--- config.mk ---
export PLATFORM = sky130hd
export DESIGN_NAME = spdcp_port
export DESIGN_NICKNAME = d
export VERILOG_FILES = /design/src/rtl/spdcp_pkg.sv /design/src/rtl/spdcp_port.sv /design/src/rtl/spdcp_sync.sv
export SDC_FILE = /design/constraint.sdc
export NUM_CORES = 1
export LEC_CHECK = 0
export BUFFER_PORTS_ARGS = -buffer_cell sky130_fd_sc_hd__buf_4
export CORE_MARGIN = 5
export CORE_UTILIZATION = 56
export CTS_BUF_LIST = sky130_fd_sc_hd__clkbuf_2 sky130_fd_sc_hd__clkbuf_4 sky130_fd_sc_hd__clkbuf_8
export DETAILED_ROUTE_END_ITERATION = 8
export PLACE_DENSITY = 0.83
export REMOVE_ABC_BUFFERS = 1
export SETUP_SLACK_MARGIN = 0.15
export SLEW_MARGIN = 25
export SYNTH_ARGS = -nofsm -noshare
export SYNTH_HDL_FRONTEND = slang
export SYNTH_SLANG_ARGS = --single-unit
export TNS_END_PERCENT = 5
--- constraint.sdc ---
create_clock -name clk_in -period 3.67 [get_ports clk_in]
set_input_delay 0.367 -clock clk_in [delete_from_list [all_inputs] [get_ports clk_in]]
set_output_delay 0.367 -clock clk_in [all_outputs]
set_load 0.005 [all_outputs]
--- src/rtl/spdcp_pkg.sv ---
// constants, types and command layout of the seven-pin digital control port
// Function
// - input image: pins 1-7 in bits 0-6
// - output write changes only bidirectional pins
// - seven-bit output word, reset zero, pin n bit n-1
// - output bits of non-bidirectional pins ignored
// - bidirectional pin both drives and samples
// - input-only pin sampled, never driven
// - fault: pin 1 output, pin 2 return
// - inhibit: pin 3 is inhibit input
// - pin function kept in non-volatile storage
// - positive: high true, rising edge active
// - negative: low true, falling edge active
// - pin polarity kept in non-volatile storage
package spdcp_pkg;

  ////////////////////////////////////////////////////////////////////////////
  // widths and reset values
  localparam int unsigned SPDCP_PINS      = 7;     // signal pins on the port
  localparam int unsigned SPDCP_PIN_IDX_W = 3;     // pin number field, 1..7
  localparam logic [6:0]  SPDCP_OUT_RST   = 7'h00; // output word after reset
  localparam logic [6:0]  SPDCP_NEG_RST   = 7'h00; // all pins positive
  localparam logic [2:0]  SPDCP_FAULT_PIN = 3'h1;  // only pin allowed fault
  localparam logic [2:0]  SPDCP_INH_PIN   = 3'h3;  // only pin allowed inhibit
  localparam int unsigned SPDCP_FAULT_BIT = 0;     // bit index of pin 1
  localparam int unsigned SPDCP_RET_BIT   = 1;     // bit index of pin 2
  localparam int unsigned SPDCP_INH_BIT   = 2;     // bit index of pin 3

  ////////////////////////////////////////////////////////////////////////////
  // pin functions
  typedef enum logic [1:0] {
    SPDCP_FN_BIDIR,      // bidir_pin_function
    SPDCP_FN_INPUT_ONLY, // input_only_function
    SPDCP_FN_FAULT,      // isolated fault output, pin 1 only
    SPDCP_FN_INHIBIT     // inhibit input, pin 3 only
  } spdcp_func_t;

  // command opcodes
  typedef enum logic [2:0] {
    SPDCP_OP_WR_OUT,   // write port_output_value
    SPDCP_OP_RD_OUT,   // read port_output_value
    SPDCP_OP_RD_IN,    // read port_input_image
    SPDCP_OP_WR_FUNC,  // set one pin's function
    SPDCP_OP_RD_FUNC,  // read one pin's function
    SPDCP_OP_WR_POL,   // set one pin's polarity, data bit 0 = negative
    SPDCP_OP_RD_POL    // read one pin's polarity
  } spdcp_op_t;

  ////////////////////////////////////////////////////////////////////////////
  // carriers
  typedef struct packed {
    spdcp_op_t  op;   // what to do
    logic [2:0] pin;  // pin number 1..7 for function and polarity ops
    logic [6:0] data; // write value
  } spdcp_cmd_t;

  typedef struct packed {
    logic       err;  // command refused
    logic [6:0] data; // read value, zero for writes
  } spdcp_rsp_t;

  // configuration image held in non-volatile storage
  typedef struct packed {
    spdcp_func_t [6:0] func; // per-pin function, pin 1 at index 0
    logic [6:0]        neg;  // per-pin polarity, 1 = negative
  } spdcp_cfg_t;

  localparam spdcp_cfg_t SPDCP_CFG_RST = '{func: {7{SPDCP_FN_BIDIR}},
                                           neg:  SPDCP_NEG_RST};

endpackage

--- src/rtl/spdcp_port.sv ---
// seven-pin digital control port: command decode, pin drive and sampling
`timescale 1ns/10ps
module spdcp_port (
  input  wire logic              clk_in,       // system clock, 100 MHz
  input  wire logic              rst_n_in,     // synchronous reset, low
  input  wire logic              ce_in,        // clock enable, freezes state
  input  wire logic              cmd_valid_in, // command offered
  input  wire spdcp_pkg::spdcp_cmd_t cmd_in,   // command word
  output logic                   cmd_ready_out,// command accepted when high
  output logic                   rsp_valid_out,// one-cycle answer pulse
  output spdcp_pkg::spdcp_rsp_t  rsp_out,      // answer word
  input  wire logic [6:0]        pin_i_in,     // pin levels, pin 1 in bit 0
  output logic      [6:0]        pin_o_out,    // pin drive levels
  output logic      [6:0]        pin_oe_n_out, // low while driving the pin
  input  wire logic              fault_in,     // instrument fault, true high
  output logic                   inhibit_out,  // inhibit asserted on pin 3
  output logic      [6:0]        trig_out,     // active-edge pulse per pin
  input  wire spdcp_pkg::spdcp_cfg_t nv_cfg_in,// stored configuration
  output logic                   nv_wr_out,    // store configuration pulse
  output spdcp_pkg::spdcp_cfg_t  nv_cfg_out    // configuration to store
);
  import spdcp_pkg::*;

  ////////////////////////////////////////////////////////////////////////////
  // state
  spdcp_cfg_t cfg_q;       // live function and polarity
  spdcp_cfg_t cfg_d;       // next configuration
  logic       loading_q;   // stored configuration not yet taken
  logic [6:0] out_q;       // port_output_value
  logic [6:0] out_d;       // next output word
  logic [6:0] lvl_prev_q;  // previous logical levels, edge detect
  logic [6:0] pin_o_q;     // registered drive levels
  logic [6:0] pin_oe_n_q;  // registered drive enables, low = drive
  logic       inhibit_q;   // registered inhibit
  logic [6:0] trig_q;      // registered edge pulses
  logic [2:0] warm_q;      // ones shifted in after reset, arms edges
  logic       rsp_valid_q; // answer pulse
  spdcp_rsp_t rsp_q;       // answer word
  spdcp_rsp_t rsp_d;       // next answer word
  logic       nv_wr_q;     // store request pulse

  ////////////////////////////////////////////////////////////////////////////
  // functions
  // pin number 1..7 to bit index, zero for illegal numbers
  function automatic logic [2:0] pin_bit(input logic [2:0] pin);
    pin_bit = (pin == 3'h0) ? 3'h0 : pin - 3'h1;
  endfunction

  // a pin number may take a function
  function automatic logic func_ok(input logic [2:0] pin, input logic [1:0] fn);
    logic ok;
    ok = (pin != 3'h0);
    if (fn == SPDCP_FN_FAULT) begin
      ok = ok && (pin == SPDCP_FAULT_PIN);
    end
    if (fn == SPDCP_FN_INHIBIT) begin
      ok = ok && (pin == SPDCP_INH_PIN);
    end
    func_ok = ok;
  endfunction

  ////////////////////////////////////////////////////////////////////////////
  // input sampling
  wire logic [6:0] pin_sync;  // synchronised raw pin levels
  wire logic [6:0] lvl;       // logical levels after polarity
  wire logic [6:0] bidir_msk; // pins under general bidirectional control
  wire logic       fault_sel; // pin 1 is the fault output

  spdcp_sync #(
    .WIDTH (SPDCP_PINS)
  ) u_sync (
    .clk_in   (clk_in),
    .rst_n_in (rst_n_in),
    .ce_in    (ce_in),
    .async_in (pin_i_in),
    .sync_out (pin_sync)
  );

  assign lvl       = pin_sync ^ cfg_q.neg;
  assign fault_sel = (cfg_q.func[SPDCP_FAULT_BIT] == SPDCP_FN_FAULT);

  ////////////////////////////////////////////////////////////////////////////
  // per-pin drive decision
  wire logic [6:0] drv_en;  // pin driven next cycle
  wire logic [6:0] drv_lvl; // level driven next cycle

  genvar g;
  generate
    for (g = 0; g < SPDCP_PINS; g++) begin : g_pin
      if (g == SPDCP_FAULT_BIT) begin : g_fault
        // pin 1 drives the fault level when so selected
        assign bidir_msk[g] = (cfg_q.func[g] == SPDCP_FN_BIDIR);
        assign drv_en[g]    = bidir_msk[g] | fault_sel;
        assign drv_lvl[g]   = (fault_sel ? fault_in : out_q[g]) ^ cfg_q.neg[g];
      end else if (g == SPDCP_RET_BIT) begin : g_ret
        // pin 2 is the fault return and leaves general use while pin 1 is the fault output
        assign bidir_msk[g] = (cfg_q.func[g] == SPDCP_FN_BIDIR) && !fault_sel;
        assign drv_en[g]    = bidir_msk[g];
        assign drv_lvl[g]   = out_q[g] ^ cfg_q.neg[g];
      end else begin : g_gen
        // input-only and inhibit pins never drive
        assign bidir_msk[g] = (cfg_q.func[g] == SPDCP_FN_BIDIR);
        assign drv_en[g]    = bidir_msk[g];
        assign drv_lvl[g]   = out_q[g] ^ cfg_q.neg[g];
      end
    end
  endgenerate

  ////////////////////////////////////////////////////////////////////////////
  // command decode
  wire logic       take    = cmd_valid_in && cmd_ready_out;  // command taken
  wire logic [2:0] idx     = pin_bit(cmd_in.pin);            // addressed bit
  wire logic       pin_ok  = (cmd_in.pin != 3'h0);           // pin 1..7
  wire logic [1:0] new_fn  = cmd_in.data[1:0];               // requested function
  wire logic       fn_ok   = func_ok(cmd_in.pin, new_fn);    // legal placement
  wire logic       cfg_chg = (cfg_d != cfg_q);               // needs storing

  assign cmd_ready_out = !loading_q;

  // next output word, configuration and answer
  always_comb begin
    out_d = out_q;
    cfg_d = cfg_q;
    rsp_d = '{err: 1'b0, data: 7'h00};
    if (take) begin
      unique case (cmd_in.op)
        SPDCP_OP_WR_OUT: begin
          // only bidirectional pins follow the written bits
          out_d = (out_q & ~bidir_msk) | (cmd_in.data & bidir_msk);
        end
        SPDCP_OP_RD_OUT: begin
          rsp_d.data = out_q;
        end
        SPDCP_OP_RD_IN: begin
          rsp_d.data = lvl;
        end
        SPDCP_OP_WR_FUNC: begin
          if (fn_ok) begin
            cfg_d.func[idx] = spdcp_func_t'(new_fn);
          end else begin
            rsp_d.err = 1'b1;
          end
        end
        SPDCP_OP_RD_FUNC: begin
          rsp_d.err  = !pin_ok;
          rsp_d.data = pin_ok ? {5'h00, cfg_q.func[idx]} : 7'h00;
        end
        SPDCP_OP_WR_POL: begin
          if (pin_ok) begin
            cfg_d.neg[idx] = cmd_in.data[0];
          end else begin
            rsp_d.err = 1'b1;
          end
        end
        SPDCP_OP_RD_POL: begin
          rsp_d.err  = !pin_ok;
          rsp_d.data = {6'h00, pin_ok & cfg_q.neg[idx]};
        end
        default: begin
          // eighth opcode is unused
          rsp_d.err = 1'b1;
        end
      endcase
    end
  end

  ////////////////////////////////////////////////////////////////////////////
  // configuration, taken from storage one cycle after reset release
  always_ff @(posedge clk_in) begin
    if (!rst_n_in) begin
      cfg_q     <= SPDCP_CFG_RST;
      loading_q <= 1'b1;
      nv_wr_q   <= 1'b0;
    end else if (ce_in) begin
      loading_q <= 1'b0;
      nv_wr_q   <= !loading_q && cfg_chg;
      cfg_q     <= loading_q ? nv_cfg_in : cfg_d;
    end
  end

  ////////////////////////////////////////////////////////////////////////////
  // output word and answer
  always_ff @(posedge clk_in) begin
    if (!rst_n_in) begin
      out_q       <= SPDCP_OUT_RST;
      rsp_valid_q <= 1'b0;
      rsp_q       <= '{err: 1'b0, data: 7'h00};
    end else if (ce_in) begin
      out_q       <= out_d;
      rsp_valid_q <= take;
      rsp_q       <= rsp_d;
    end
  end

  ////////////////////////////////////////////////////////////////////////////
  // pin drive, inhibit and trigger edges
  // pins stay released until the stored functions are in, so the reset
  // defaults never drive a pin that storage holds as input-only
  wire logic [6:0] oe_n_nxt = loading_q ? 7'h7f : ~drv_en; // next drive enables
  // no edges until synchroniser, polarity and history hold real levels
  wire logic       trig_arm = warm_q[2];                   // edge detect armed

  always_ff @(posedge clk_in) begin
    if (!rst_n_in) begin
      pin_o_q    <= 7'h00;
      pin_oe_n_q <= 7'h7f;
      inhibit_q  <= 1'b0;
      lvl_prev_q <= 7'h00;
      trig_q     <= 7'h00;
      warm_q     <= 3'h0;
    end else if (ce_in) begin
      pin_o_q    <= drv_lvl;
      pin_oe_n_q <= oe_n_nxt;
      inhibit_q  <= (cfg_q.func[SPDCP_INH_BIT] == SPDCP_FN_INHIBIT)
                    && lvl[SPDCP_INH_BIT];
      lvl_prev_q <= lvl;
      warm_q     <= {warm_q[1:0], 1'b1};
      trig_q     <= lvl & ~lvl_prev_q & ~drv_en & {7{trig_arm}};
    end
  end

  ////////////////////////////////////////////////////////////////////////////
  // outputs
  assign pin_o_out     = pin_o_q;
  assign pin_oe_n_out  = pin_oe_n_q;
  assign inhibit_out   = inhibit_q;
  assign trig_out      = trig_q;
  assign rsp_valid_out = rsp_valid_q;
  assign rsp_out       = rsp_q;
  assign nv_wr_out     = nv_wr_q;
  assign nv_cfg_out    = cfg_q;

endmodule

--- src/rtl/spdcp_sync.sv ---
// two-flop synchroniser for asynchronous pin levels
`timescale 1ns/10ps
module spdcp_sync #(
  parameter int unsigned WIDTH = 7 // number of levels
) (
  input  wire logic             clk_in,   // system clock
  input  wire logic             rst_n_in, // synchronous reset, low
  input  wire logic             ce_in,    // clock enable
  input  wire logic [WIDTH-1:0] async_in, // raw pin levels
  output logic      [WIDTH-1:0] sync_out  // synchronised levels
);

  logic [WIDTH-1:0] meta_q; // first stage, read only by second stage
  logic [WIDTH-1:0] sync_q; // second stage

  ////////////////////////////////////////////////////////////////////////////
  // two stages
  always_ff @(posedge clk_in) begin
    if (!rst_n_in) begin
      meta_q <= '0;
      sync_q <= '0;
    end else if (ce_in) begin
      meta_q <= async_in;
      sync_q <= meta_q;
    end
  end

  assign sync_out = sync_q;

endmodule

==> results.cfg <==
[placement]
dp_area_sq_mm = 0.00515
place_congestion = 0.964
dpl.hpwl_um = 10200
portBuffers = 99
placedCellCount = 712

[final_layout]
n_fill_cell = 640
multi_input_area_sq_mm = 0.00247
layout-area-overhead-vs-synth_pct = 21.7
fin_nets = 670
insertedDiodeCount = 0
regArea_sq_mm = 0.00170
final-instance-count-excl-fill = 727
final_area_sq_mm = 0.00537
layout-drive-gt1-share_pct = 21.3

[worst_setup_path]
crit_path_max_fanout = 25
critical_path_required_ns = 3.95
critical-path-top-delay-family = simple AND/OR/NAND/NOR gates
worstSetupEndpointType = register
cp_num_buf_inv = 2
worstPathCellList = buf_4, inv_1, nand4_1, or3_1, a2bb2oi_1, o31a_1, o22ai_1
timing.setup.critical_path_class = register to register
reg2reg_slack_ns = 0.65
worst_ep_arrival_time_ns = 3.30
critical_path.max_stage_delay_ns = 0.70
start_kind = register
crit_path_top_delay_cell = sky130_fd_sc_hd__or3_1

[yosys]
synth_area_sq_mm = 0.00441
synth_edf_count = 0
netlist.area_leader.share_pct = 38.5
ys_types = 64
synth_top_cells_by_area = sky130_fd_sc_hd__dfxtp_1 (39%), sky130_fd_sc_hd__nor2_1 (6.3%), sky130_fd_sc_hd__a21oi_1 (5.2%), sky130_fd_sc_hd__mux2i_1 (4.5%), sky130_fd_sc_hd__nand2_1 (3.7%)
ys_async_sr_fraction_pct = 0
post-synth-top-count-cell = sky130_fd_sc_hd__dfxtp_1
synth_seq_area_share_pct = 38.5
yosys_register_bits = 85
synth-warning-count = 0
synth.largest_area_cell = sky130_fd_sc_hd__dfxtp_1
ys_top_cells_by_count = sky130_fd_sc_hd__dfxtp_1 (85), sky130_fd_sc_hd__nor2_1 (74), sky130_fd_sc_hd__a21oi_1 (46)
synth_area_per_cell_sq_um = 8.04
synth_flop_cell = sky130_fd_sc_hd__dfxtp_1
gate_count_after_technology_mapping = 549

[power]
leakage_nw = 2.06
power.density_cell_area_mw_per_mm2 = 399
report.power.total_mw = 2.14
max-vdd-ir-drop_uv = 267

[clock_network]
cts_max_path_buffers = 2
clock-sinks = 85
cts-htree-levels = 3
clk-insertion-delay-late_ns = 0.35
postcts_resize_cnt = 0
cts.reportedPaths.clkPinSlew_ns = 0.09
postCtsHoldBufs = 0
cts_buffers = 9
cts_tree = done
cts-root-buf = sky130_fd_sc_hd__clkbuf_8
cts_setup_buffers = 0

[detailed_routing]
routed_via_density = 6.29
routedWlPerCell_um = 19.8
detail_route.iter0.violations = 317
drtPass1Iterations = 5
antenna_violating_nets_post_route = 0
postRouteWirelength_um = 14400
detailed_route_drc_error_count = 0
via_count = 4571

[timing]
worst_clock_skew_ns = 0.00980
fin_tns_setup_ns = 0
rsz0062_at_grt = false
worst-slew-pin-transition_ns = 0.831
max_clock_freq_mhz = 331
fin_worst_hold_slack_ns = 0.251
timing.final.hold_violations = 0
max_slew_margin_pct = 44.5
report.final.setup_viol = 0
timing.final.crit_period_ns = 3.02
finalMaxSlewViolations = 0
fin_crit_sh_pct = 82.3

[floorplan]
design.die.area_sq_mm = 0.00976
chipWidth_um = 98.8
fp.coreArea_sq_mm = 0.00769
die_y_um = 98.8
pin_count = 100
std_cell_rows = 32
initial_utilization_pct = 57.4

[flow_run]
cap_violations = 0

[global_routing]
grt_remaining_overflow = 0
grt_start_max_net_pins = 48
global_route_wire_length_before_repair_um = 22700
first_global_vias = 4379
antenna_found_initial = 0
grtUsageTotal_pct = 28.9

[outcome]
status = finished, final reports clean

[min_path]
hold_class = input port to register
worst reg2reg max path: cells and delay by family (launching register included):
family | cells | cell delay, ns
AOI/OAI and AO/OA | 3 | 0.46
and+or+nand+nor | 2 | 1.36
DFF | 1 | 0.31
buffers and inverters | 2 | 0.85
worst paths after layout:
| kind | to | depth (start not counted) | from |
|---|---|---|---|
| worst max register to register | nv_wr_out | 7 | loading_q |
| worst min register to register | inhibit_out | 2 | inhibit_out |
| worst min-delay path | u_sync.meta_q[2] | 3 | pin_i_in[2] |
| worst max-delay path | nv_wr_out | 7 | loading_q |
cell usage in the layout (no fill, tap or decap), types with 18 or more instances in the layout:
cell type and count:
sky130_fd_sc_hd__nor2_1 74, sky130_fd_sc_hd__a21oi_1 46, sky130_fd_sc_hd__mux2i_1 20, sky130_fd_sc_hd__o21ai_0 25, sky130_fd_sc_hd__buf_4 105, sky130_fd_sc_hd__a211oi_1 20
sky130_fd_sc_hd__nand2_1 44, sky130_fd_sc_hd__dfxtp_1 85, sky130_fd_sc_hd__xnor2_1 18, sky130_fd_sc_hd__o22ai_1 20
power breakdown:
part / total (mW) / internal, mW / switching (mW) / leakage [nW]
Sequential: 1.02 / 0.963 / 0.0545 / 0.696
Combinational: 0.375 / 0.166 / 0.210 / 1.26
Clock: 0.748 / 0.387 / 0.361 / 0.107
Total: 2.14 / 1.52 / 0.625 / 2.06
area by class of cell:
cell class / count / area share, %
clock inverters: 6 / 1.75
clock buffers: 9 / 2.31
multi-input cells: 404 / 46.1
flip-flops and latches: 85 / 31.7
inverters: 16 / 1.12
repair buffers: 105 / 14.7
well taps: 102 / 2.38
through the flow:
step | setup slack, ns | utilization, %
6_report | 0.648 | 69.9
5_1_grt | 0.547 | 69.9
4_1_cts | 0.759 | 69.9
3_5_place_dp | 0.789 | 67.0
3_3_place_gp | 0.724 | 67.0
2_1_floorplan | 1.52 | -
sequential cells by signal, summed over array words and instances (netlist names), 3 cells and up, named ones only:
name and count:
nv_cfg_out 21, trig_out 7, rsp_out 8, u_sync.meta_q 7, pin_o_out 7, warm_q 3
lvl_prev_q 7, pin_oe_n_out 7, u_sync.sync_out 7
cells by family (layout without fill, tap and decap cells):
| kind of cell | after synthesis | count (layout) | share of synthesized area [%] |
|---|---|---|---|
| compound gates | 164 | 164 | 24.2 |
| mux | 21 | 21 | 5.05 |
| simple gates | 195 | 195 | 21.6 |
| xor+xnor | 21 | 21 | 4.17 |
| fa+ha+maj | 3 | 3 | 0.850 |
| buf+inv | 60 | 136 | 5.53 |
| flops | 85 | 85 | 38.5 |
metal layers:
metal  up-vias  track usage [%]  share of wire (%)
li1       2118                -                  -
met1      2181             37.1                 41
met2       235             47.5                 47
met3        37             6.51                9.1
met4         0             10.7                2.5
met5         -                0                  0
Power figures use the tool's default switching activity.
